## config.mk

```make
export PLATFORM = sky130hd
export DESIGN_NAME = ipc_power_save
export DESIGN_NICKNAME = d
export VERILOG_FILES = /design/src/common/ipc_pkg.sv /design/src/hw/ipc_settle_counter.sv /design/src/hw/ipc_clock_gate.sv /design/src/hw/ipc_power_save.sv
export SDC_FILE = /design/constraint.sdc
export NUM_CORES = 1
export LEC_CHECK = 0
export CELL_PAD_IN_SITES_DETAIL_PLACEMENT = 0
export CELL_PAD_IN_SITES_GLOBAL_PLACEMENT = 2
export CORE_MARGIN = 4
export CORE_UTILIZATION = 25
export CTS_BUF_LIST = sky130_fd_sc_hd__clkbuf_4 sky130_fd_sc_hd__clkbuf_8 sky130_fd_sc_hd__clkbuf_16
export DETAILED_ROUTE_END_ITERATION = 10
export DONT_BUFFER_PORTS = 1
export GPL_TIMING_DRIVEN = 1
export PLACE_DENSITY_LB_ADDON = 0.2
export SLEW_MARGIN = 20
export SYNTH_ARGS = -nofsm -noshare
export SYNTH_HDL_FRONTEND = slang
export SYNTH_SLANG_ARGS = --single-unit
export TNS_END_PERCENT = 50
```

## constraint.sdc

```tcl
create_clock -name clk -period 3.35 [get_ports clk]
set_clock_uncertainty 0.05 [all_clocks]
set_input_delay 0 -clock clk [delete_from_list [all_inputs] [get_ports clk]]
set_output_delay 0 -clock clk [all_outputs]
set_load 0.03 [all_outputs]
```

## src/common/ipc_pkg.sv

```systemverilog
// Constants and types shared by the power-save sequencer
package ipc_pkg;
  localparam logic [31:0] OFS_PSC = 32'h0000_0000;
  localparam logic [31:0] OFS_OSC_SETTLE_SELECT = 32'h0000_0004;
  localparam logic [31:0] OFS_STATUS = 32'h0000_0008;
  localparam int PSC_IDLE_POS = 1;
  localparam int PSC_STP_POS = 0;
  localparam logic [2:0] OSC_SETTLE_SELECT_RESET = 3'h4;
  localparam logic [1:0] PSC_RESET = 2'h0;
  localparam int CNT_W = 20;
  localparam logic [CNT_W-1:0] SETTLE_0 = 20'h04000;
  localparam logic [CNT_W-1:0] SETTLE_1 = 20'h10000;
  localparam logic [CNT_W-1:0] SETTLE_2 = 20'h20000;
  localparam logic [CNT_W-1:0] SETTLE_3 = 20'h40000;
  localparam logic [CNT_W-1:0] SETTLE_4 = 20'h80000;
  localparam logic [1:0] HTRANS_NONSEQ = 2'h2;

  typedef enum logic [3:0] {
    ST_RUN = 4'h1,
    ST_IDLE = 4'h2,
    ST_STOP = 4'h4,
    ST_SETTLE = 4'h8
  } ipc_state_type;
endpackage : ipc_pkg

```

## src/hw/ipc_settle_counter.sv

```systemverilog
// Oscillator settling counter, reused watchdog count
`timescale 1ns/10ps
module ipc_settle_counter (
  input wire logic clk,
  input wire logic rst_b,
  input wire logic start,
  input wire logic [2:0] osc_settle_select,
  output logic done,
  output logic busy
);
  typedef struct packed {
    logic [ipc_pkg::CNT_W-1:0] cnt;
    logic [ipc_pkg::CNT_W-1:0] span;
    logic busy;
    logic done;
  } ipc_cnt_state_type;

  ipc_cnt_state_type st;
  ipc_cnt_state_type next_st;
  logic [ipc_pkg::CNT_W-1:0] load;

  always_comb begin
    case (osc_settle_select)
      3'h0: load = ipc_pkg::SETTLE_0;
      3'h1: load = ipc_pkg::SETTLE_1;
      3'h2: load = ipc_pkg::SETTLE_2;
      3'h3: load = ipc_pkg::SETTLE_3;
      default: load = ipc_pkg::SETTLE_4;
    endcase
  end

  always_comb begin
    next_st = st;
    next_st.done = 1'b0;
    if (start) begin
      next_st.cnt = load - 20'h00001;
      next_st.busy = 1'b1;
      next_st.span = 20'h00000;
    end else if (st.busy) begin
      next_st.span = st.span + 20'h00001;
      if (st.cnt == '0) begin
        next_st.busy = 1'b0;
        next_st.done = 1'b1;
      end else begin
        next_st.cnt = st.cnt - 20'h00001;
      end
    end
  end

  always_ff @(posedge clk or negedge rst_b) begin
    if (!rst_b) begin
      st <= '0;
    end else begin
      st <= next_st;
    end
  end

  assign done = st.done;
  assign busy = st.busy;
endmodule : ipc_settle_counter

```

## src/hw/ipc_clock_gate.sv

```systemverilog
// Glitch-free clock gate, latch-free: enable caught on falling edge
`timescale 1ns/10ps
module ipc_clock_gate (
  input wire logic clk,
  input wire logic rst_b,
  input wire logic enable,
  output logic gclk
);
  logic en_q;

  // Enable changes only while clk is low, so gclk never slivers
  always_ff @(negedge clk or negedge rst_b) begin
    if (!rst_b) begin
      en_q <= 1'b0;
    end else begin
      en_q <= enable;
    end
  end

  assign gclk = clk & en_q;
endmodule : ipc_clock_gate

```

## src/hw/ipc_power_save.sv

```systemverilog
// Idle/stop power-save sequencer with AHB-Lite registers
// Functional notes
// Writing idle bit enters light mode
// Light mode gates main clock, oscillator runs
// Sub clock keeps running in light mode
// Light mode wake resumes with no wait
// Light mode halts CPU, holds state
// Light mode stops main-clocked peripherals
// Bus hold requests ignored in light mode
// NMI, unmasked interrupt or reset wake light
// Writing stop bit enters deep stop
// Deep stop halts main oscillator
// Software requests stop only on main clock
// Deep stop halts CPU, holds state
// NMI, unmasked interrupt or reset wake stop
// Stop wake waits oscillator settling interval
// Settling timed by watchdog counter
// After settling, clock restarts then vector
// Idle bit self-clears when light mode ends
// Stop bit self-clears when stop ends
// Three-bit select picks settle count
// Gates open glitch-free after settling only
`timescale 1ns/10ps
module ipc_power_save (
  input wire logic clk,
  input wire logic rst_b,
  input wire logic sub_clk,
  input wire logic hsel,
  input wire logic [31:0] haddr,
  input wire logic [1:0] htrans,
  input wire logic hwrite,
  input wire logic [2:0] hsize,
  input wire logic [31:0] hwdata,
  input wire logic hready,
  output logic [31:0] hrdata,
  output logic hreadyout,
  output logic hresp,
  input wire logic nmi_req,
  input wire logic irq_req,
  input wire logic bus_hold_request,
  input wire logic cpu_on_sub_clk,
  output logic bus_hold_ack,
  output logic cpu_clk,
  output logic periph_clk,
  output logic sub_clk_out,
  output logic main_osc_en,
  output logic cpu_halted,
  output logic wake_vector_req
);
  typedef struct packed {
    ipc_pkg::ipc_state_type mode;
    logic idle_bit;
    logic deep_stop_request_bit;
    logic [2:0] osc_settle_select;
    logic wr_pend;
    logic [31:0] wr_addr;
    logic [31:0] rdata;
    logic vec;
    // Helper for the settle length check
    logic [ipc_pkg::CNT_W-1:0] settle_span;
  } ipc_top_state_type;

  ipc_top_state_type st;
  ipc_top_state_type next_st;
  logic wake;
  logic settle_start;
  logic settle_done;
  logic settle_busy;
  logic clk_open;
  logic addr_ok;
  logic [31:0] rd_mux;
  logic [ipc_pkg::CNT_W-1:0] span_goal;

  assign wake = nmi_req | irq_req;
  // Word transfers only; other sizes are treated as idle
  assign addr_ok = hsel & hready & htrans == ipc_pkg::HTRANS_NONSEQ & hsize == 3'h2;

  always_comb begin
    case (haddr)
      ipc_pkg::OFS_PSC: rd_mux = {30'h0, st.idle_bit, st.deep_stop_request_bit};
      ipc_pkg::OFS_OSC_SETTLE_SELECT: rd_mux = {29'h0, st.osc_settle_select};
      ipc_pkg::OFS_STATUS: rd_mux = {28'h0, st.mode};
      default: rd_mux = 32'h0000_0000;
    endcase
    // A write in its data phase has not reached the register yet; pass it on
    if (st.wr_pend && st.wr_addr == haddr) begin
      if (haddr == ipc_pkg::OFS_PSC) begin
        rd_mux[ipc_pkg::PSC_IDLE_POS] = hwdata[ipc_pkg::PSC_IDLE_POS];
        rd_mux[ipc_pkg::PSC_STP_POS] = hwdata[ipc_pkg::PSC_STP_POS] & ~cpu_on_sub_clk;
      end else if (haddr == ipc_pkg::OFS_OSC_SETTLE_SELECT) begin
        rd_mux[2:0] = hwdata[2:0];
      end
    end
  end

  // Settle length expected from the select, decoded apart from the counter
  always_comb begin
    case (st.osc_settle_select)
      3'h0: span_goal = ipc_pkg::SETTLE_0;
      3'h1: span_goal = ipc_pkg::SETTLE_1;
      3'h2: span_goal = ipc_pkg::SETTLE_2;
      3'h3: span_goal = ipc_pkg::SETTLE_3;
      default: span_goal = ipc_pkg::SETTLE_4;
    endcase
  end

  always_comb begin
    next_st = st;
    next_st.vec = 1'b0;
    settle_start = 1'b0;
    next_st.wr_pend = addr_ok & hwrite;
    // Counts cycles spent settling; only the length check reads it
    if (st.mode == ipc_pkg::ST_SETTLE) begin
      next_st.settle_span = st.settle_span + 20'h00001;
    end else begin
      next_st.settle_span = 20'h00000;
    end
    if (addr_ok) begin
      next_st.wr_addr = haddr;
      next_st.rdata = rd_mux;
    end
    if (st.wr_pend) begin
      case (st.wr_addr)
        ipc_pkg::OFS_PSC: begin
          next_st.idle_bit = hwdata[ipc_pkg::PSC_IDLE_POS];
          // Stop on sub clock is refused here: the stop bit is masked with cpu_on_sub_clk
          next_st.deep_stop_request_bit = hwdata[ipc_pkg::PSC_STP_POS] & ~cpu_on_sub_clk;
        end
        ipc_pkg::OFS_OSC_SETTLE_SELECT: next_st.osc_settle_select = hwdata[2:0];
        default: next_st.osc_settle_select = st.osc_settle_select;
      endcase
    end
    case (st.mode)
      ipc_pkg::ST_RUN: begin
        if (st.deep_stop_request_bit) begin
          next_st.mode = ipc_pkg::ST_STOP;
        end else if (st.idle_bit) begin
          next_st.mode = ipc_pkg::ST_IDLE;
        end
      end
      ipc_pkg::ST_IDLE: begin
        if (wake) begin
          next_st.mode = ipc_pkg::ST_RUN;
          next_st.idle_bit = 1'b0;
          next_st.vec = 1'b1;
        end
      end
      ipc_pkg::ST_STOP: begin
        if (wake) begin
          next_st.mode = ipc_pkg::ST_SETTLE;
          settle_start = 1'b1;
        end
      end
      ipc_pkg::ST_SETTLE: begin
        if (settle_done) begin
          next_st.mode = ipc_pkg::ST_RUN;
          next_st.deep_stop_request_bit = 1'b0;
          next_st.vec = 1'b1;
        end
      end
      default: next_st.mode = ipc_pkg::ST_RUN;
    endcase
  end

  always_ff @(posedge clk or negedge rst_b) begin
    if (!rst_b) begin
      st.mode <= ipc_pkg::ST_RUN;
      st.idle_bit <= 1'b0;
      st.deep_stop_request_bit <= 1'b0;
      st.osc_settle_select <= ipc_pkg::OSC_SETTLE_SELECT_RESET;
      st.wr_pend <= 1'b0;
      st.wr_addr <= 32'h0000_0000;
      st.rdata <= 32'h0000_0000;
      st.vec <= 1'b0;
      st.settle_span <= 20'h00000;
    end else begin
      st <= next_st;
    end
  end

  ipc_settle_counter u_settle (
    .clk(clk),
    .rst_b(rst_b),
    .start(settle_start),
    .osc_settle_select(st.osc_settle_select),
    .done(settle_done),
    .busy(settle_busy)
  );

  // Gates closed in idle, stop and settle; registers hold because clocks stop
  assign clk_open = st.mode == ipc_pkg::ST_RUN;

  ipc_clock_gate u_cpu_gate (
    .clk(clk),
    .rst_b(rst_b),
    .enable(clk_open),
    .gclk(cpu_clk)
  );

  ipc_clock_gate u_per_gate (
    .clk(clk),
    .rst_b(rst_b),
    .enable(clk_open),
    .gclk(periph_clk)
  );

  assign sub_clk_out = sub_clk;
  // Oscillator model: clk stays as reference so the counter can run
  assign main_osc_en = ~(st.mode == ipc_pkg::ST_STOP);
  assign cpu_halted = ~clk_open;
  assign bus_hold_ack = bus_hold_request & (st.mode == ipc_pkg::ST_RUN);
  assign wake_vector_req = st.vec;
  assign hrdata = st.rdata;
  assign hreadyout = 1'b1;
  assign hresp = 1'b0;
endmodule : ipc_power_save

```

==> results_dict.tcl, run 1 <==
set metrics [dict create \
    p_leak_uw 0.002290 \
    synth_top_area_frac 0.4045 \
    arrival_ns 3.01 \
    synthCells 473 \
    grt_max_degree 70 \
    antenna_found_initial 0 \
    fillers 1673 \
    grt-ovfl-total 0 \
    cp.buffers_inverters 0 \
    drt_iter0_markers 221 \
    ys_seq_area_frac 0.4232 \
    hold_viol 0 \
    cts_tree "yes" \
    syn_area_per_cell_um2 8.764 \
    detail-route-antenna-nets 0 \
    grt_pass1_vias 3710 \
    via_per_inst 4.734 \
    numPortBuffers 0 \
    clk_pin_slew_ns 0.05 \
    grt.total_usage 0.1461 \
    drc 0 \
    avgRoutedWirePerCell_um 16.75 \
    worstSetupPathType "reg -> out" \
    antennaDiodeCount 0 \
    combPwrFrac 0.109 \
    io_pins 120 \
    crit_path_start_kind "register" \
    cp_cell_sequence "and2_1" \
    yosys_register_bits 70 \
    gp_congestion 0.7744 \
    clk_latency_ns 0.45 \
    setup-violations-final 0 \
    vdd_ir_drop_max_mv 0.2955 \
    layout.cells.non_filler 767 \
    cap_violations 0 \
    worst_ep_required_time_ns 3.30 \
    p_int_uw 1996 \
    post_cts_buffers 0 \
    p_clk_frac 0.534 \
    nNetsFinal 626 \
    drive_gt1_frac 0.06897 \
    worstPathMaxFanout 2 \
    switching_share 0.2591 \
    yosysUniqueCellTypes 59 \
    timing.rr.end "u_settle.st[29]$_DFFE_PN0P_" \
    grt_pass1_wl_um 20600 \
    dp.cells 667 \
    synth-async-reset-ratio 1.000 \
    slew_viol_final 0 \
    power.switching_uw 698.0 \
    fp.dieArea_um2 18700 \
    drtPass1Iterations 4 \
    cp_slowest_cell "and2_1" \
    ys_dominant_reg_cell "dfrtp_1" \
    seq_power_share 0.357 \
    power.density_nw_per_um2 491.3 \
    synth_top_area_cell "dfrtp_1" \
    max_stage_delay_ns 0.49 \
    wirelength_um 12850 \
    cts_resized 0 \
    ys_top_cells_by_area "dfrtp_1 40%, nand2_1 11%, xor2_1 8.2%, buf_4 6.5%, nor4_1 4.2%" \
    setup_tns_ns 0 \
    core_area_um2 16060 \
    crit_path_end_kind "output port" \
    synth_edf_count 0 \
    syn-cell-area_um2 4145 \
    area_delta_synth_final_pct 32.30 \
    grt_setup_unrepaired "no" \
    r2r_slack_ns 0.63 \
    min_delay_path_depth 5 \
    final_core_util 0.3415 \
    place_ws_ns 0.6147 \
    worstHoldStart "haddr[21]" \
    min_to "hrdata[1]$_DFFE_PN0P_" \
    tightestPinTransition_ns 0.6136 \
    hold_path.class "in -> reg" \
    die_w_um 136.8 \
    worst_r2r_path_depth 7 \
    slew-limit-headroom 0.5872 \
    vias 3631 \
    core.rowCount 46 \
    start_util 0.2581 \
    die_y_um 136.8 \
    ys_warn_count 0 \
    hpwl_um 8403 \
    postLayoutSetupSlackWorst_ns 0.2866 \
    cp_top_family "simple AND/OR/NAND/NOR gates" \
    timing.rr.start "u_settle.st[22]$_DFFE_PN0P_" \
    outcome "completed" \
]
per-stage QoR:
stage / hold WS [ns] / power [uW] / cell area [um^2]
final: 0.01647 / 2694 / 5484
after global routing: 0.03250 / 2825 / 5484
after CTS: 0.007136 / 2743 / 5484
after detailed placement: -0.3415 / 1258 / 4209
after global placement: -0.3426 / 1255 / 4209
after floorplan: -0.3456 / 1247 / 4250
layout make-up:
cell class / count / area [um^2] / area share
Multi-Input combinational cell: 372 / 2136 / 0.3895
Sequential cell: 70 / 1754 / 0.3199
Timing Repair Buffer: 85 / 858.3 / 0.1565
Clock buffer: 13 / 314.1 / 0.05727
Tap cell: 216 / 270.3 / 0.04928
Clock inverter: 6 / 132.6 / 0.02418
Inverter: 5 / 18.77 / 0.003422
metal layers:
layer  up-vias  global-route usage  share of wire
li1       1733                   -              -
met1      1781              0.1912           0.45
met5         -                   0              0
met3        14             0.04926          0.069
met2       103              0.2267           0.46
met4         0             0.04815          0.014
logic make-up after synthesis:
kind of cell / after synthesis / synth area share
xor+xnor: 42 / 0.08874
fa+ha+maj: 1 / 0.003018
compound gates: 43 / 0.07577
flops: 70 / 0.4232
buf+inv: 59 / 0.08814
other cells: 2 / 0.001812
simple gates: 245 / 0.2919
mux: 11 / 0.02747
power by group through the flow:
stage          registers (uW)  clock network, uW  logic (uW)
2_1_floorplan             960               83.4         203
3_3_place_gp              975               65.7         214
3_5_place_dp              977               65.7         216
4_1_cts                   962               1480         299
5_1_grt                   971               1530         328
6_report                  962               1440         294
repair_timing:
action	in CTS	in global routing
setup endpoints to repair	0	0
hold buffers	81	0
endpoints found under the hold margin	117	0
layout by cell type (no fill, tap or decap), types with 2 or more instances in the layout:
cell and count:
nor4b_1 2, xnor2_1 3, nor2b_1 7, nor4_1 28
o211ai_1 8, nand3_1 9, nor2_1 24, nand2_1 118
or4_1 5, dlygate4sd3_1 80, bufinv_16 4, mux2_2 3
dfrtp_1 67, mux2i_1 8, and3_1 4, nor3b_1 2
conb_1 30, a21oi_1 9, nand2b_1 2, and4_1 4
and2_1 5, nor4_2 2, nand4_1 11, xor2_1 39
o21ai_0 7, or2_2 2, buf_4 4, inv_1 5
nor3_1 8, clkbuf_16 12, or3_1 5, dfstp_2 2
o2111ai_1 2
sequential cells by signal (all words and copies together), names as in the netlist:
signal,cells
u_settle.busy,1
st,42
u_settle.st,20
hrdata,4
u_per_gate.en_q,1
wake_vector_req,1
u_settle.done,1
worst max path at each step:
stage	start	end	slack (ns)	depth (start not counted)
final	u_per_gate.en_q$_DFF_NN0_	cpu_clk	0.29	1
after CTS	u_per_gate.en_q$_DFF_NN0_	cpu_clk	0.26	1
after detailed placement	u_settle.st[22]$_DFFE_PN0P_	u_settle.st[29]$_DFFE_PN0P_	0.61	7
after floorplan	st[93]$_DFFE_PN0P_	u_per_gate.en_q$_DFF_NN0_	0.42	4
after global placement	u_settle.st[22]$_DFFE_PN0P_	u_settle.st[29]$_DFFE_PN0P_	0.64	7
after global routing	u_per_gate.en_q$_DFF_NN0_	cpu_clk	0.21	1
synth_stat cells, types with 8 or more instances:
cell and number:
nor4_1 28, nor2_1 24, dfrtp_1 67, o211ai_1 8, mux2i_1 8, buf_4 36
nor3_1 9, clkbuf_1 15, nand3_1 9, xor2_1 39, nand2_1 118, a21oi_1 9
nand4_1 11
No activity file was read; power rests on OpenSTA's default activity.
==> run 2, diff against run 1 <==
==> constraint.sdc (replaced) <==
create_clock -name clk -period 3.35 [get_ports clk]
set_clock_uncertainty 0.05 [all_clocks]
set_input_delay 0.1675 -clock clk [delete_from_list [all_inputs] [get_ports clk]]
set_output_delay 0.1675 -clock clk [all_outputs]
set_load 0.03 [all_outputs]
==> results_dict.tcl, run 2 (synthesis results as in run 1) <==
set metrics [dict create \
    die_y_um 136.8 \
    core_area_um2 16060 \
    clk_latency_ns 0.45 \
    via_per_inst 4.672 \
    seq_power_share 0.389 \
    outcome "completed" \
    r2r_slack_ns 0.60 \
    max_stage_delay_ns 0.49 \
    die_w_um 136.8 \
    hpwl_um 8404 \
    detail-route-antenna-nets 0 \
    setup_tns_ns 0 \
    p_clk_frac 0.498 \
    vdd_ir_drop_max_mv 0.2498 \
    nNetsFinal 587 \
    grt_pass1_wl_um 19260 \
    start_util 0.2581 \
    cp.buffers_inverters 0 \
    p_int_uw 1803 \
    wirelength_um 12420 \
    fp.dieArea_um2 18700 \
    switching_share 0.2697 \
    min_delay_path_depth 3 \
    crit_path_end_kind "output port" \
    cts_tree "yes" \
    area_delta_synth_final_pct 21.40 \
    final_cell_mix "118 x nand2_1, 67 x dfrtp_1, 41 x dlygate4sd3_1" \
    power.switching_uw 665.8 \
    slew-limit-headroom 0.5977 \
    grt_max_degree 70 \
    largest-register "st" \
    drtPass1Iterations 4 \
    cp_slowest_cell "and2_1" \
    timing.rr.end "u_settle.st[29]$_DFFE_PN0P_" \
    grt-ovfl-total 0 \
    grt.total_usage 0.1386 \
    p_leak_uw 0.002178 \
    antenna_found_initial 0 \
    crit_cells 1 \
    clk_pin_slew_ns 0.06 \
    avgRoutedWirePerCell_um 17.06 \
    drc 0 \
    vias 3401 \
    place_ws_ns 0.5896 \
    grt_setup_unrepaired "no" \
    cap_violations 0 \
    drt_iter0_markers 254 \
    cp_cell_sequence "and2_1" \
    grt_pass1_vias 3404 \
    tightestPinTransition_ns 0.5979 \
    worstPathMaxFanout 2 \
    slew_viol_final 0 \
    setup-violations-final 0 \
    crit_path_start_kind "register" \
    worst_ep_required_time_ns 3.13 \
    core.rowCount 46 \
    postLayoutSetupSlackWorst_ns 0.1233 \
    min_to "hrdata[0]$_DFFE_PN0P_" \
    worst_r2r_path_depth 7 \
    largest_reg_flops 42 \
    drive_gt1_frac 0.07422 \
    cp_top_family "simple AND/OR/NAND/NOR gates" \
    numPortBuffers 0 \
    worstSetupPathType "reg -> out" \
    cts_resized 0 \
    antennaDiodeCount 0 \
    power.density_nw_per_um2 490.6 \
    timing.rr.start "u_settle.st[22]$_DFFE_PN0P_" \
    worstHoldStart "hwdata[0]" \
    layout_commonest_cell "nand2_1" \
    hold_path.class "in -> reg" \
    io_pins 120 \
    combPwrFrac 0.113 \
    gp_congestion 0.7644 \
    arrival_ns 3.01 \
    hold_viol 0 \
]
## run 2: cell type report
class / instances / area, um^2
Clock buffer: 16 / 342.8
Clock inverter: 3 / 42.54
Fill cell: 1707 / 11030
Inverter: 5 / 18.77
Multi-Input combinational cell: 372 / 2136
Sequential cell: 70 / 1754
Tap cell: 216 / 270.3
Timing Repair Buffer: 46 / 467.9
## run 2: worst max path at each step
stage                                            from                           to  slack, ns
after global placement      u_per_gate.en_q$_DFF_NN0_                      cpu_clk       0.62
after CTS                   u_per_gate.en_q$_DFF_NN0_                   periph_clk        0.1
after global routing        u_per_gate.en_q$_DFF_NN0_                   periph_clk       0.06
after detailed placement  u_settle.st[22]$_DFFE_PN0P_  u_settle.st[29]$_DFFE_PN0P_       0.59
after floorplan                    st[93]$_DFFE_PN0P_    u_per_gate.en_q$_DFF_NN0_       0.42
final                       u_per_gate.en_q$_DFF_NN0_                      cpu_clk       0.12
## run 2: power by group through the flow
stage	sequential (uW)	clock [uW]	combinational, uW
detailed placement	976	65.7	215
global placement	975	65.7	214
floorplan	960	83.4	203
global route	970	1310	311
CTS	961	1270	284
finish	961	1230	279
## run 2: what timing repair did
| action | CTS | global route |
|---|---|---|
| endpoints found under the setup margin | 0 | 0 |
| hold buffers | 42 | 0 |
| setup buffers | 0 | 0 |
| endpoints found under the hold margin | 112 | 0 |
## run 2: through the flow
stage	power [uW]	utilization	hold WS [ns]	cells	area, um^2
2_1_floorplan	1247	-	-0.1781	501	4250
3_3_place_gp	1255	0.2621	-0.1750	667	4209
3_5_place_dp	1257	0.2621	-0.1739	667	4209
4_1_cts	2520	0.3134	0.01306	728	5032
5_1_grt	2593	0.3134	0.04700	728	5032
6_report	2469	0.3134	0.03509	728	5032
## run 2: routing by layer
layer  share of wire  wire [um]  vias up  global-route usage
li1                -          -     1647                   -
met1            0.47       5809     1650              0.1807
met2            0.45       5613       90              0.2133
met3           0.065        806       14             0.04596
met4           0.015        191        0             0.05151
met5               0          0        -                   0
